[src/core/ess_defs.svh]
// Purpose: Constants for the sync loss supervisor.
// Assumes: 40 MHz tick units for intervals, block clocked at 250 MHz.
// Notes: Definitions only.
`ifndef ESS_DEFS_SVH
`define ESS_DEFS_SVH
`define ESS_CLK_MHZ 250
`define ESS_TICK_MHZ 40
`define ESS_INTERVAL_W 32
`define ESS_COUNT_W 16
`define ESS_POS_W 32
`define ESS_FILT_W 8
`define ESS_GAP_NUM 3
`define ESS_GAP_DEN 2
`define ESS_ERR_MISSING 0
`define ESS_ERR_EXTRA 1
`define ESS_ERR_CAM 2
`define ESS_ERR_W 3
`endif

[src/core/ess_pkg.sv]
// Purpose: Types for the sync loss supervisor.
// Assumes: Constants live in ess_defs.svh.
// Notes: No constants here.
package ess_pkg;
    typedef enum logic [1:0] {
        ESS_ST_STALLED = 2'b00,
        ESS_ST_COUNT = 2'b01,
        ESS_ST_SEARCH = 2'b10,
        ESS_ST_SYNC = 2'b11
    } ess_state_t;
endpackage

[src/core/ess_edge_if.sv]
// Purpose: Carries one filtered input level and its rising edge pulse.
// Assumes: Single clock domain.
// Notes: Filter drives, supervisor reads.
`timescale 1ns/10ps
`default_nettype none
interface ess_edge_if;
    logic level;
    logic rise;
    modport src (output level, output rise);
    modport dst (input level, input rise);
endinterface
`default_nettype wire

[src/core/ess_glitch_filter.sv]
// Purpose: Synchronises and integrates one pulse input, rejects short glitches.
// Assumes: Pulse input is asynchronous to ref_clk.
// Notes: Width zero passes the synchronised level straight through.
`timescale 1ns/10ps
`default_nettype none
`include "ess_defs.svh"
module ess_glitch_filter #(
    parameter int FW = `ESS_FILT_W
) (
    input wire logic ref_clk,
    input wire logic rstn,
    input wire logic clk_en,
    input wire logic pin_in,
    input wire logic filt_en,
    input wire logic [FW-1:0] filt_width,
    ess_edge_if.src out
);
    logic sync1_r;
    logic sync2_r;
    logic lvl_r;
    logic [FW-1:0] integ_r;

    always_ff @(posedge ref_clk) begin
        if (!rstn) begin
            sync1_r <= 1'b0;
            sync2_r <= 1'b0;
        end else if (clk_en) begin
            sync1_r <= pin_in;
            sync2_r <= sync1_r;
        end
    end

    // The integrator follows the input only after it holds longer than the width.
    always_ff @(posedge ref_clk) begin
        if (!rstn) begin
            integ_r <= '0;
            lvl_r <= 1'b0;
            out.rise <= 1'b0;
        end else if (clk_en) begin
            out.rise <= 1'b0;
            if (!filt_en || filt_width == '0) begin
                lvl_r <= sync2_r;
                out.rise <= sync2_r & ~lvl_r;
                integ_r <= '0;
            end else if (sync2_r == lvl_r) begin
                integ_r <= '0;
            end else if (integ_r >= filt_width) begin
                lvl_r <= sync2_r;
                out.rise <= sync2_r;
                integ_r <= '0;
            end else begin
                integ_r <= integ_r + 1'b1;
            end
        end
    end

    assign out.level = lvl_r;
endmodule
`default_nettype wire

[src/core/ess_supervisor.sv]
// Purpose: Loss of sync and stall supervision for an engine position tracker.
// Assumes: Tooth intervals counted in 40 MHz ticks, derived from a 250 MHz clock.
// Notes: Simplified tooth pattern: N evenly spaced teeth with one gap, cam pulse per cycle.
`timescale 1ns/10ps
`default_nettype none
`include "ess_defs.svh"
module ess_supervisor #(
    parameter int IW = `ESS_INTERVAL_W,
    parameter int CW = `ESS_COUNT_W,
    parameter int PW = `ESS_POS_W,
    parameter int FW = `ESS_FILT_W
) (
    input wire logic ref_clk,
    input wire logic rstn,
    input wire logic clk_en,
    input wire logic crank_pulse_in,
    input wire logic cam_pulse_in,
    input wire logic filter_enable,
    input wire logic [FW-1:0] filter_width,
    input wire logic tracking_allow,
    input wire logic [IW-1:0] stall_interval_limit,
    input wire logic [CW-1:0] start_tooth_count,
    input wire logic [CW-1:0] teeth_per_cycle,
    input wire logic [CW-1:0] accum_tooth_count,
    input wire logic [PW-1:0] ticks_per_tooth,
    input wire logic error_flag_clear_req,
    output logic [CW-1:0] crank_tooth_index,
    output logic [PW-1:0] angle_tick_position,
    output logic [IW-1:0] tooth_interval,
    output logic [IW-1:0] accumulated_tooth_interval,
    output logic sync_lost_indicator,
    output logic stall_indicator,
    output logic [`ESS_ERR_W-1:0] pattern_error_flag
);
    ess_edge_if crank_if();
    ess_edge_if cam_if();

    ess_glitch_filter #(.FW(FW)) u_crank_filt (
        .ref_clk(ref_clk),
        .rstn(rstn),
        .clk_en(clk_en),
        .pin_in(crank_pulse_in),
        .filt_en(filter_enable),
        .filt_width(filter_width),
        .out(crank_if)
    );

    ess_glitch_filter #(.FW(FW)) u_cam_filt (
        .ref_clk(ref_clk),
        .rstn(rstn),
        .clk_en(clk_en),
        .pin_in(cam_pulse_in),
        .filt_en(filter_enable),
        .filt_width(filter_width),
        .out(cam_if)
    );

    ess_pkg::ess_state_t state_r;
    logic [7:0] tick_div_r;
    logic tick_en;
    logic [8:0] tick_sum;
    logic [IW-1:0] run_cnt_r;
    logic [IW-1:0] last_int_r;
    logic [IW-1:0] acc_sum_r;
    logic [CW-1:0] acc_teeth_r;
    logic [CW-1:0] start_cnt_r;
    logic [CW-1:0] phys_idx_r;
    logic cam_seen_r;
    logic stall_now;
    logic is_gap;
    logic gap_expected;
    logic err_missing;
    logic err_extra;
    logic err_cam;
    logic mismatch;

    // Interval exceeds the previous interval by the 3/2 gap ratio: read as the missing tooth gap.
    function automatic logic over_gap(input logic [IW-1:0] cur, input logic [IW-1:0] ref_i);
        logic [IW+1:0] lhs;
        logic [IW+1:0] rhs;
        lhs = {2'b00, cur} * (IW+2)'(`ESS_GAP_DEN);
        rhs = {2'b00, ref_i} * (IW+2)'(`ESS_GAP_NUM);
        return (ref_i != '0) && (lhs > rhs);
    endfunction

    // Accumulates 40 MHz ticks from the 250 MHz clock: 40 per 250 cycles.
    // The sum is one bit wider so that a carry past 255 is never lost.
    assign tick_sum = {1'b0, tick_div_r} + 9'(`ESS_TICK_MHZ);
    assign tick_en = (tick_sum >= 9'(`ESS_CLK_MHZ));
    always_ff @(posedge ref_clk) begin
        if (!rstn) begin
            tick_div_r <= 8'h00;
        end else if (clk_en) begin
            if (tick_en) begin
                tick_div_r <= 8'(tick_sum - 9'(`ESS_CLK_MHZ));
            end else begin
                tick_div_r <= tick_sum[7:0];
            end
        end
    end

    assign stall_now = (run_cnt_r > stall_interval_limit);
    assign is_gap = crank_if.rise && over_gap(run_cnt_r, last_int_r);
    assign gap_expected = (phys_idx_r == teeth_per_cycle - 2'd2);
    assign err_missing = (state_r == ess_pkg::ESS_ST_SYNC) && is_gap && !gap_expected;
    assign err_extra = (state_r == ess_pkg::ESS_ST_SYNC) && crank_if.rise && !is_gap
        && gap_expected;
    assign err_cam = (state_r == ess_pkg::ESS_ST_SYNC) && is_gap && gap_expected
        && !cam_seen_r;
    assign mismatch = err_missing | err_extra | err_cam;

    // Measures the running crank interval in 40 MHz ticks.
    always_ff @(posedge ref_clk) begin
        if (!rstn) begin
            run_cnt_r <= '0;
            last_int_r <= '0;
        end else if (clk_en) begin
            if (crank_if.rise) begin
                run_cnt_r <= '0;
                last_int_r <= stall_now ? '0 : run_cnt_r;
            end else if (tick_en && !stall_now) begin
                run_cnt_r <= run_cnt_r + 1'b1;
            end
        end
    end

    // Sync state sequence.
    always_ff @(posedge ref_clk) begin
        if (!rstn) begin
            state_r <= ess_pkg::ESS_ST_STALLED;
            start_cnt_r <= '0;
        end else if (clk_en) begin
            if (!tracking_allow || stall_now) begin
                state_r <= ess_pkg::ESS_ST_STALLED;
                start_cnt_r <= '0;
            end else begin
                case (state_r)
                    ess_pkg::ESS_ST_STALLED: begin
                        if (crank_if.rise) begin
                            state_r <= ess_pkg::ESS_ST_COUNT;
                        end
                    end
                    ess_pkg::ESS_ST_COUNT: begin
                        if (crank_if.rise) begin
                            start_cnt_r <= start_cnt_r + 1'b1;
                            if (start_cnt_r + 1'b1 >= start_tooth_count) begin
                                state_r <= ess_pkg::ESS_ST_SEARCH;
                            end
                        end
                    end
                    ess_pkg::ESS_ST_SEARCH: begin
                        if (is_gap) begin
                            state_r <= ess_pkg::ESS_ST_SYNC;
                        end
                    end
                    ess_pkg::ESS_ST_SYNC: begin
                        if (mismatch) begin
                            state_r <= ess_pkg::ESS_ST_STALLED;
                            start_cnt_r <= '0;
                        end
                    end
                    default: state_r <= ess_pkg::ESS_ST_STALLED;
                endcase
            end
        end
    end

    // Physical tooth position and cam observation within the cycle.
    always_ff @(posedge ref_clk) begin
        if (!rstn) begin
            phys_idx_r <= '0;
            cam_seen_r <= 1'b0;
        end else if (clk_en) begin
            if (state_r != ess_pkg::ESS_ST_SYNC || mismatch || (is_gap && gap_expected)) begin
                phys_idx_r <= '0;
                cam_seen_r <= cam_if.rise;
            end else begin
                if (crank_if.rise) begin
                    phys_idx_r <= phys_idx_r + 1'b1;
                end
                if (cam_if.rise) begin
                    cam_seen_r <= 1'b1;
                end
            end
        end
    end

    // Tooth index and angle outputs, zero whenever sync is lost.
    always_ff @(posedge ref_clk) begin
        if (!rstn) begin
            crank_tooth_index <= '0;
            angle_tick_position <= '0;
        end else if (clk_en) begin
            if (state_r != ess_pkg::ESS_ST_SYNC || mismatch || stall_now || !tracking_allow) begin
                crank_tooth_index <= '0;
                angle_tick_position <= '0;
            end else if (is_gap) begin
                crank_tooth_index <= '0;
                angle_tick_position <= '0;
            end else if (crank_if.rise) begin
                crank_tooth_index <= crank_tooth_index + 1'b1;
                angle_tick_position <= angle_tick_position + ticks_per_tooth;
            end
        end
    end

    // Interval outputs, zero while stalled.
    always_ff @(posedge ref_clk) begin
        if (!rstn) begin
            tooth_interval <= '0;
            accumulated_tooth_interval <= '0;
            acc_sum_r <= '0;
            acc_teeth_r <= '0;
        end else if (clk_en) begin
            if (stall_now) begin
                tooth_interval <= '0;
                accumulated_tooth_interval <= '0;
                acc_sum_r <= '0;
                acc_teeth_r <= '0;
            end else if (crank_if.rise && !is_gap) begin
                tooth_interval <= run_cnt_r;
                if (acc_teeth_r + 1'b1 >= accum_tooth_count) begin
                    accumulated_tooth_interval <= acc_sum_r + run_cnt_r;
                    acc_sum_r <= '0;
                    acc_teeth_r <= '0;
                end else begin
                    acc_sum_r <= acc_sum_r + run_cnt_r;
                    acc_teeth_r <= acc_teeth_r + 1'b1;
                end
            end
        end
    end

    // Status indicators and latched error flags; a new error wins over clear.
    always_ff @(posedge ref_clk) begin
        if (!rstn) begin
            sync_lost_indicator <= 1'b1;
            stall_indicator <= 1'b1;
            pattern_error_flag <= '0;
        end else if (clk_en) begin
            sync_lost_indicator <= (state_r != ess_pkg::ESS_ST_SYNC) || mismatch
                || stall_now || !tracking_allow;
            stall_indicator <= stall_now;
            pattern_error_flag <= (error_flag_clear_req ? '0 : pattern_error_flag)
                | {err_cam, err_extra, err_missing};
        end
    end
endmodule
`default_nettype wire

[config.mk]
export PLATFORM = sky130hd
export DESIGN_NAME = ess_supervisor
export DESIGN_NICKNAME = d
export VERILOG_FILES = /design/src/core/ess_pkg.sv /design/src/core/ess_edge_if.sv /design/src/core/ess_glitch_filter.sv /design/src/core/ess_supervisor.sv
export VERILOG_INCLUDE_DIRS = /design/src /design/src/core
export SDC_FILE = /design/constraint.sdc
export NUM_CORES = 1
export LEC_CHECK = 0
export BUFFER_PORTS_ARGS = -buffer_cell sky130_fd_sc_hd__buf_4
export CAP_MARGIN = 20
export CELL_PAD_IN_SITES_DETAIL_PLACEMENT = 0
export CELL_PAD_IN_SITES_GLOBAL_PLACEMENT = 1
export CORE_MARGIN = 4
export CORE_UTILIZATION = 45
export DETAILED_ROUTE_END_ITERATION = 12
export GPL_TIMING_DRIVEN = 1
export PLACE_DENSITY = 0.8
export SETUP_SLACK_MARGIN = 0.2
export SLEW_MARGIN = 20
export SYNTH_ARGS = -nofsm -noshare
export SYNTH_HDL_FRONTEND = slang
export SYNTH_HIERARCHICAL = 1
export SYNTH_SLANG_ARGS = --single-unit
[constraint.sdc]
create_clock -name ref_clk -period 6.5 [get_ports ref_clk]
set_input_delay 0.325 -clock ref_clk [delete_from_list [all_inputs] [get_ports ref_clk]]
set_output_delay 0.325 -clock ref_clk [all_outputs]
set_load 0.05 [all_outputs]
; Word level (Yosys, flattened, before mapping)
; Index checks and enable logic that the tools add are counted.
[word_totals]
ff_bits = 296
inputBits = 128
[classes]
n_mul = 1
n_bitwise = 7
muxes = 55
n_reduce_logical = 47
add_sub_neg = 12
order_cmp = 7
n_eq_ne = 14
[ops]
columns = cell, n
row1 = two-way mux 32 bit, 14
row2 = two-way mux 16 bit, 11
row3 = "adder 16 x 1 -> 16 bit, second input constant", 4
row4 = adder 32 bit, 2
row5 = two-way mux 8 bit, 7
row6 = greater-than comparator 33 x 34 -> 1 bit, 1
row7 = "multiplier 32 x 2 -> 34 bit, second input constant", 1
row8 = "adder 32 x 1 -> 32 bit, second input constant", 1
row9 = greater-or-equal comparator 16 bit, 2
row10 = greater-than comparator 32 bit, 1
row11 = one-hot mux 16 bit (2 select lines), 1
row12 = nonzero test 32 bit, 1
row13 = "adder 8 x 1 -> 8 bit, second input constant", 2
row14 = == test 16 bit, 1
row15 = greater-or-equal comparator 8 bit, 2
row16 = "subtractor 16 x 2 -> 16 bit, second input constant", 1
row17 = two-way mux 1 bit, 14
row18 = nonzero test 2 bit, 7
row19 = logical AND 1 bit, 12
row20 = two-way mux 2 bit, 6
row21 = AND reduction 2 bit, 6
row22 = "adder 8 x 6 -> 9 bit, second input constant", 1
row23 = "greater-or-equal comparator 9 x 8 -> 1 bit, second input constant", 1
row24 = "!= test 3 x 2 -> 1 bit, second input constant", 3
row25 = 21 further kinds, 41

; Depth between registers and ports, before layout
[logic_depth]
ltp_word = 14
depth_mapped = 25

; Hierarchy
; The synthesis kept the hierarchy.
[modules_own_cells]
columns = module, cells_per_inst, instances, area_per_inst_um2
row1 = ess_supervisor, 2365, 1, 19050.8
row2 = ess_glitch_filter, 97, 2, 862.1

; Least setup slack after synthesis
; Ideal clock, no wire load.
[synth_path]
path_type = flip-flop to flip-flop
start = register last_int_r[1]
end = register state_r[0]
slack_ns = 0.840
n_path_buf = 0
t_arrival_ns = 5.585
synth_period_minus_slack_ns = 5.660
stages_incl_launch_ff = 24
cell_sequence = dfxtp_1 > ha_1 > fa_1 > a211oi_1 > nor2_1 > a31oi_1 > a31o_2 > a21oi_1 > a21oi_1 > o21bai_1 > a21o_1 > or4b_2 > and3_1 > ha_1 > nand2_1 > o21ai_0 > nor4_1 > a2111oi_0 > nand2_1 > a211oi_2 > nand2_1 > a221o_1 > or4_1 > a31oi_1
[synth_via]
elab_chain_len = 11
elab_cells_between_ends = 17
classes_between = 1 x mul / 1 x order compare / 2 x eq/ne / 2 x bitwise / 11 x reduce/logical
[synth_lines]
columns = element, line
row1 = from (decl), ess_supervisor.sv:63  ; logic [IW-1:0] last_int_r;
row2 = from (signal assigned), ess_supervisor.sv:120  ; last_int_r <= stall_now ? '0 : run_cnt_r;
row3 = multiplier 32 x 2 -> 34 bit, ess_supervisor.sv:82  ; rhs = {2'b00, ref_i} * (IW+2)'(`ESS_GAP_NUM);
row4 = greater-than comparator 33 x 34 -> 1 bit, ess_supervisor.sv:83  ; return (ref_i != '0) && (lhs > rhs);
row5 = logical AND 1 bit *, ess_supervisor.sv:83
row6 = logical AND 1 bit *, ess_supervisor.sv:103  ; assign is_gap = crank_if.rise && over_gap(run_cnt_r, last_int_r);
row7 = logical NOT 1 bit, ess_supervisor.sv:106  ; assign err_extra = (state_r == ess_pkg::ESS_ST_SYNC) && crank_if.rise && !is_gap
row8 = logical AND 1 bit, ess_supervisor.sv:106
row9 = logical AND 1 bit, ess_supervisor.sv:107  ; && gap_expected;
row10 = bitwise OR 1 bit (2 in series), ess_supervisor.sv:110  ; assign mismatch = err_missing | err_extra | err_cam;
row11 = != test 3 x 2 -> 1 bit (no line), -
row12 = AND reduction 6 bit (no line) *, -
row13 = to (signal assigned), ess_supervisor.sv:130  ; state_r <= ess_pkg::ESS_ST_STALLED;
row14 = to (signal assigned), ess_supervisor.sv:134  ; state_r <= ess_pkg::ESS_ST_STALLED;
row15 = to (signal assigned), ess_supervisor.sv:140  ; state_r <= ess_pkg::ESS_ST_COUNT;
row16 = to (decl), ess_supervisor.sv:58  ; ess_pkg::ess_state_t state_r;
; Every way passes the cells marked *; elsewhere a longest branch is shown, timed or not.
; A chain may end at the register's enable or synchronous reset.

; Worst setup path after layout
[layout_path]
start = register last_int_r[1]
end = register acc_sum_r[11]
[layout_via]
elab_chain_len = 8
elab_cells_between_ends = 9
classes_between = 1 x mul / 1 x order compare / 7 x reduce/logical
[layout_lines]
columns = element, line
row1 = multiplier 32 x 2 -> 34 bit, ess_supervisor.sv:82
row2 = greater-than comparator 33 x 34 -> 1 bit, ess_supervisor.sv:83
row3 = logical AND 1 bit *, ess_supervisor.sv:83
row4 = logical AND 1 bit *, ess_supervisor.sv:103
row5 = logical NOT 1 bit *, ess_supervisor.sv:220  ; end else if (crank_if.rise && !is_gap) begin
row6 = logical AND 1 bit *, ess_supervisor.sv:220
row7 = nonzero test 2 bit (no line) *, -
row8 = AND reduction 2 bit (no line) *, -
row9 = to (signal assigned), ess_supervisor.sv:227  ; acc_sum_r <= acc_sum_r + run_cnt_r;
row10 = to (decl), ess_supervisor.sv:64  ; logic [IW-1:0] acc_sum_r;
; Marked as above.

==> results by stage <==
Global route:
- The maximum number of pins on one net before global-route repair is 87.
- The via count of the first global-routing pass was 19,300.
- The number of antenna violations at the first check in global routing is 1.
- The all-layer global routing usage is 0.237.
- The first-pass GRT wire length is between 90,000 and 100,000 um.
- After global routing the overflow that remains totals 0.

Finish:
- Compared with the post-synthesis result, the final layout area differs by 18.9%.
- Excluding fillers, the count of instances in the completed layout stands at 3,407.
- The number of nets in the final layout is 3,151.
- Of the cells placed in the final design, the portion with a size suffix greater than 1 is 0.143.
- The layout has 4,363 filler cells.

Setup path:
- The critical path starts at last_int_r[1].
- The startpoint identified for the worst register-to-register timing path is last_int_r[1].
- Of all nets on the critical path, the largest fanout is 19.
- The type of element capturing the critical path is a flop.
- The nature of the critical path startpoint is a flop.
- The required time at the endpoint of the critical path is 6.99 ns.
- The startpoint-to-endpoint class of the critical path is flop to flop.
- The critical path data arrival time is 6.42 ns.

Clock network:
- The number of clock buffers added by TritonCTS is 38.
- Clock tree synthesis found a total of 295 sinks.
- The longest clock path from root to sink contains 3 buffers.
- The source-to-sink clock delay at the later pin of the worst-skew pair is 0.56 ns.
- Clock-pin slew was measured on the worst setup and hold paths at 0.06 ns.
- After clock tree synthesis, the setup repair step added 0 buffers.
- The total number of H-tree levels is 2.
- The clock tree from TritonCTS is yes.
- Clock tree synthesis selected as its root buffer the cell sky130_fd_sc_hd__clkbuf_16.

Placed design:
- The number of placed cells counting well taps is roughly 3,300.
- The post-DP HPWL is 45,200 um.
- Routability-driven placement finished with a final weighted congestion of 0.869.
- In this run the tool buffered the top-level ports with 244 buffer cells.

Logic synthesis:
- The cell taking the most area after synthesis is sky130_fd_sc_hd__dfxtp_1.
- The number of standard cells after synthesis is roughly 2,600.
- The share of synthesized area occupied by flip-flops and latches is 0.284.
- The synthesized netlist contains 86 unique library cells.
- The most instantiated flip-flop cell in the synthesis netlist is sky130_fd_sc_hd__dfxtp_1.
- The dominant combinational cell family by area after synthesis is compound AO/OA/AOI/OAI gates.
- In the post-synthesis netlist, the biggest area contributors are sky130_fd_sc_hd__dfxtp_1, sky130_fd_sc_hd__ha_1, sky130_fd_sc_hd__a21oi_1.
- The number of nets in the synthesized netlist is 2,931.
- The adder-cell share of the synthesized area is 0.148.
- Each instance of the synthesized netlist takes up on average 8.12 um^2.
- Summing every instance area after synthesis gives 20,800 um^2.
- The area share of xor/xnor cells in the synthesized design is 0.0687.
- The fraction of the mapped netlist area in compound gates came to 0.228.
- The number of warnings issued by yosys is 6.
- By count the netlist is led by sky130_fd_sc_hd__dfxtp_1, sky130_fd_sc_hd__ha_1, sky130_fd_sc_hd__a21oi_1.
- The share of the synthesized area in the top cell type is 0.284.
- After synthesis, the share of cell area in mux cells is 0.0142.
- The most numerous cell in the Yosys netlist is sky130_fd_sc_hd__dfxtp_1.
- The count of flip-flops with a built-in enable after synthesis is 0.
- The share of flip-flops with an asynchronous set or reset after synthesis is 0.
- Of the total synthesized cell area, the portion taken by AND, OR, NAND and NOR gates is 0.206.
- The number of flip-flops and latches in the synthesized netlist is 295.

STA:
- The period utilization is 0.913.
- The final-report hold violation count is 0.
- The headroom to the max-slew limit is 0.244.
- Setup repair after global routing left no endpoint under its margin.
- The largest clock skew in the final design is 0.0138 ns.
- At the pin with the least slew margin, the transition time is 1.13 ns.
- The number of pins exceeding their max-slew limit in the final report is 0.
- The final critical delay including setup and external delays is between 5 and 6 ns.
- Timing would allow up to 0.169 GHz.
- The final number of setup-violating endpoints is 0.
- The final hold slack is 0.0370 ns.
- The total negative setup slack is 0 ns.

Route:
- Dividing the detail-routed via count by the number of cells gives 5.75.
- The number of nets still failing antenna checks after routing is 0.
- The average wire length per cell after detail routing is approximately 18 um.
- The number of detailed-routing iterations run before antenna repair is 7.
- The DRC violation total after the first TritonRoute iteration is 1,123.
- For this run, design rule violations remaining after detail routing come to 0.
- The vias after detailed routing is 19,600.
- Wires add up to 61,500 um.

Floorplan:
- The site row count is 78.
- The initial utilization of the core area, before any placement, comes to 0.457.
- 245 I/O pins were placed.
- Measured along the x axis, the die boundary spans 223 um.
- The floorplan die area is roughly 50,000 um^2.
- The core outline area is 45,500 um^2.
- The die span in y is ~220 um.

Status:
- The flow ran to the end, and the final reports show no timing, DRC or antenna violations.

Pwr:
- VDD sags by at most 159 uV.
- The leakage component of the power is 11.0 nW.
- Power comes to 4.39 mW.
- The power per cell area is 178 nW/um^2.

Hold path:
- The startpoint of the worst hold path is crank_pulse_in.
- The path type of the worst min-delay path is input pin to flop.

Run:
- The number of max-cap violations is 0.
stage by stage:
stage	worst slack (ns)	cell area, um^2	utilization
2_1_floorplan	0.840	20800	-
3_3_place_gp	0.600	23300	0.512
3_5_place_dp	0.371	23300	0.512
4_1_cts	0.368	24700	0.542
5_1_grt	0.188	24700	0.543
6_report	0.566	24700	0.543
timing repair:
item	4_1_cts	5_1_grt
resized for setup	0	9
hold buffers	0	0
setup endpoints to repair	0	133
critical path, stage by stage (launching register included):
cell and delay, ns:
sky130_fd_sc_hd__dfxtp_1 0.37, sky130_fd_sc_hd__ha_1 0.24, sky130_fd_sc_hd__fa_2 0.38, sky130_fd_sc_hd__a211oi_2 0.19, sky130_fd_sc_hd__nor2_1 0.09, sky130_fd_sc_hd__a31oi_1 0.21
sky130_fd_sc_hd__a31o_2 0.22, sky130_fd_sc_hd__a21oi_1 0.10, sky130_fd_sc_hd__a21oi_2 0.15, sky130_fd_sc_hd__o21bai_1 0.08, sky130_fd_sc_hd__a21o_1 0.21, sky130_fd_sc_hd__or4b_2 0.62
sky130_fd_sc_hd__and3_1 0.19, sky130_fd_sc_hd__ha_1 0.30, sky130_fd_sc_hd__nand2_1 0.07, sky130_fd_sc_hd__o21ai_0 0.10, sky130_fd_sc_hd__nor4_2 0.34, sky130_fd_sc_hd__o2111ai_1 0.19
sky130_fd_sc_hd__a211oi_2 0.20, sky130_fd_sc_hd__a211oi_2 0.09, sky130_fd_sc_hd__buf_4 0.19, sky130_fd_sc_hd__a21bo_2 0.26, sky130_fd_sc_hd__a21o_2 0.31, sky130_fd_sc_hd__buf_4 0.23
sky130_fd_sc_hd__or3_1 0.38, sky130_fd_sc_hd__a21oi_1 0.15
report_power, final:
| part | total (mW) | internal (mW) | switching, mW |
|---|---|---|---|
| registers | 1.82 | 1.81 | 0.00601 |
| clock network | 2.32 | 1.45 | 0.868 |
| logic | 0.252 | 0.110 | 0.141 |
layout by cell type, fill, tap and decap left out, drive strengths merged, types with 33 or more instances in the layout:
| master | n |
|---|---|
| o21a | 33 |
| inv | 170 |
| a21o | 55 |
| nor2 | 197 |
| nand3 | 98 |
| xor2 | 84 |
| buf | 287 |
| clkbuf | 52 |
| nand3b | 33 |
| a21oi | 209 |
| ha | 241 |
| a22o | 36 |
| nand4 | 43 |
| o21ai | 161 |
| nor3 | 47 |
| xnor2 | 79 |
| and3 | 69 |
| nand2 | 178 |
| dfxtp | 295 |
per-layer routing:
layer  share of wire  GRT usage  wire length (um)  vias to the layer above
met5               0          0                 0                        -
met4           0.034     0.0847              2060                        0
met3           0.048     0.0383              2980                      121
met2            0.47      0.403             28900                      459
met1            0.45      0.306             27600                     9286
li1                -          -                 -                     9726
worst paths after layout:
| path | end | slack [ns] | cells past startpoint |
|---|---|---|---|
| max | acc_sum_r[11] | 0.57 | 25 |
| min reg2reg | acc_sum_r[18] | 0.46 | 2 |
| min | u_crank_filt/sync1_r | 0.04 | 3 |
| max reg2reg | acc_sum_r[11] | 0.57 | 25 |
logic make-up after synthesis:
kind of cell / Yosys count
AOI/OAI and AO/OA: 722
xor gates and xnor gates: 163
muxes: 29
buffers and inverters: 275
DFF: 295
and+or+nand+nor: 831
adders and majority gates: 244
registers in the layout, summed over array words and instances (netlist names), 16 cells and up:
signal                      flops
angle_tick_position            32
last_int_r                     32
acc_sum_r                      32
start_cnt_r                    16
run_cnt_r                      32
tooth_interval                 32
accumulated_tooth_interval     32
acc_teeth_r                    16
phys_idx_r                     16
crank_tooth_index              16
area by class of cell:
cell class | instances | area, um^2 | area share
clock buffer | 52 | 1120 | 0.0455
inverter | 168 | 633 | 0.0256
antenna | 1 | 2.50 | 0.000101
timing repair buffer | 287 | 2180 | 0.0884
clock inverter | 15 | 249 | 0.0101
multi-input combinational | 1989 | 13900 | 0.561
sequential | 295 | 5910 | 0.239
tap | 600 | 751 | 0.0304
No activity file was read; power rests on OpenSTA's default activity.
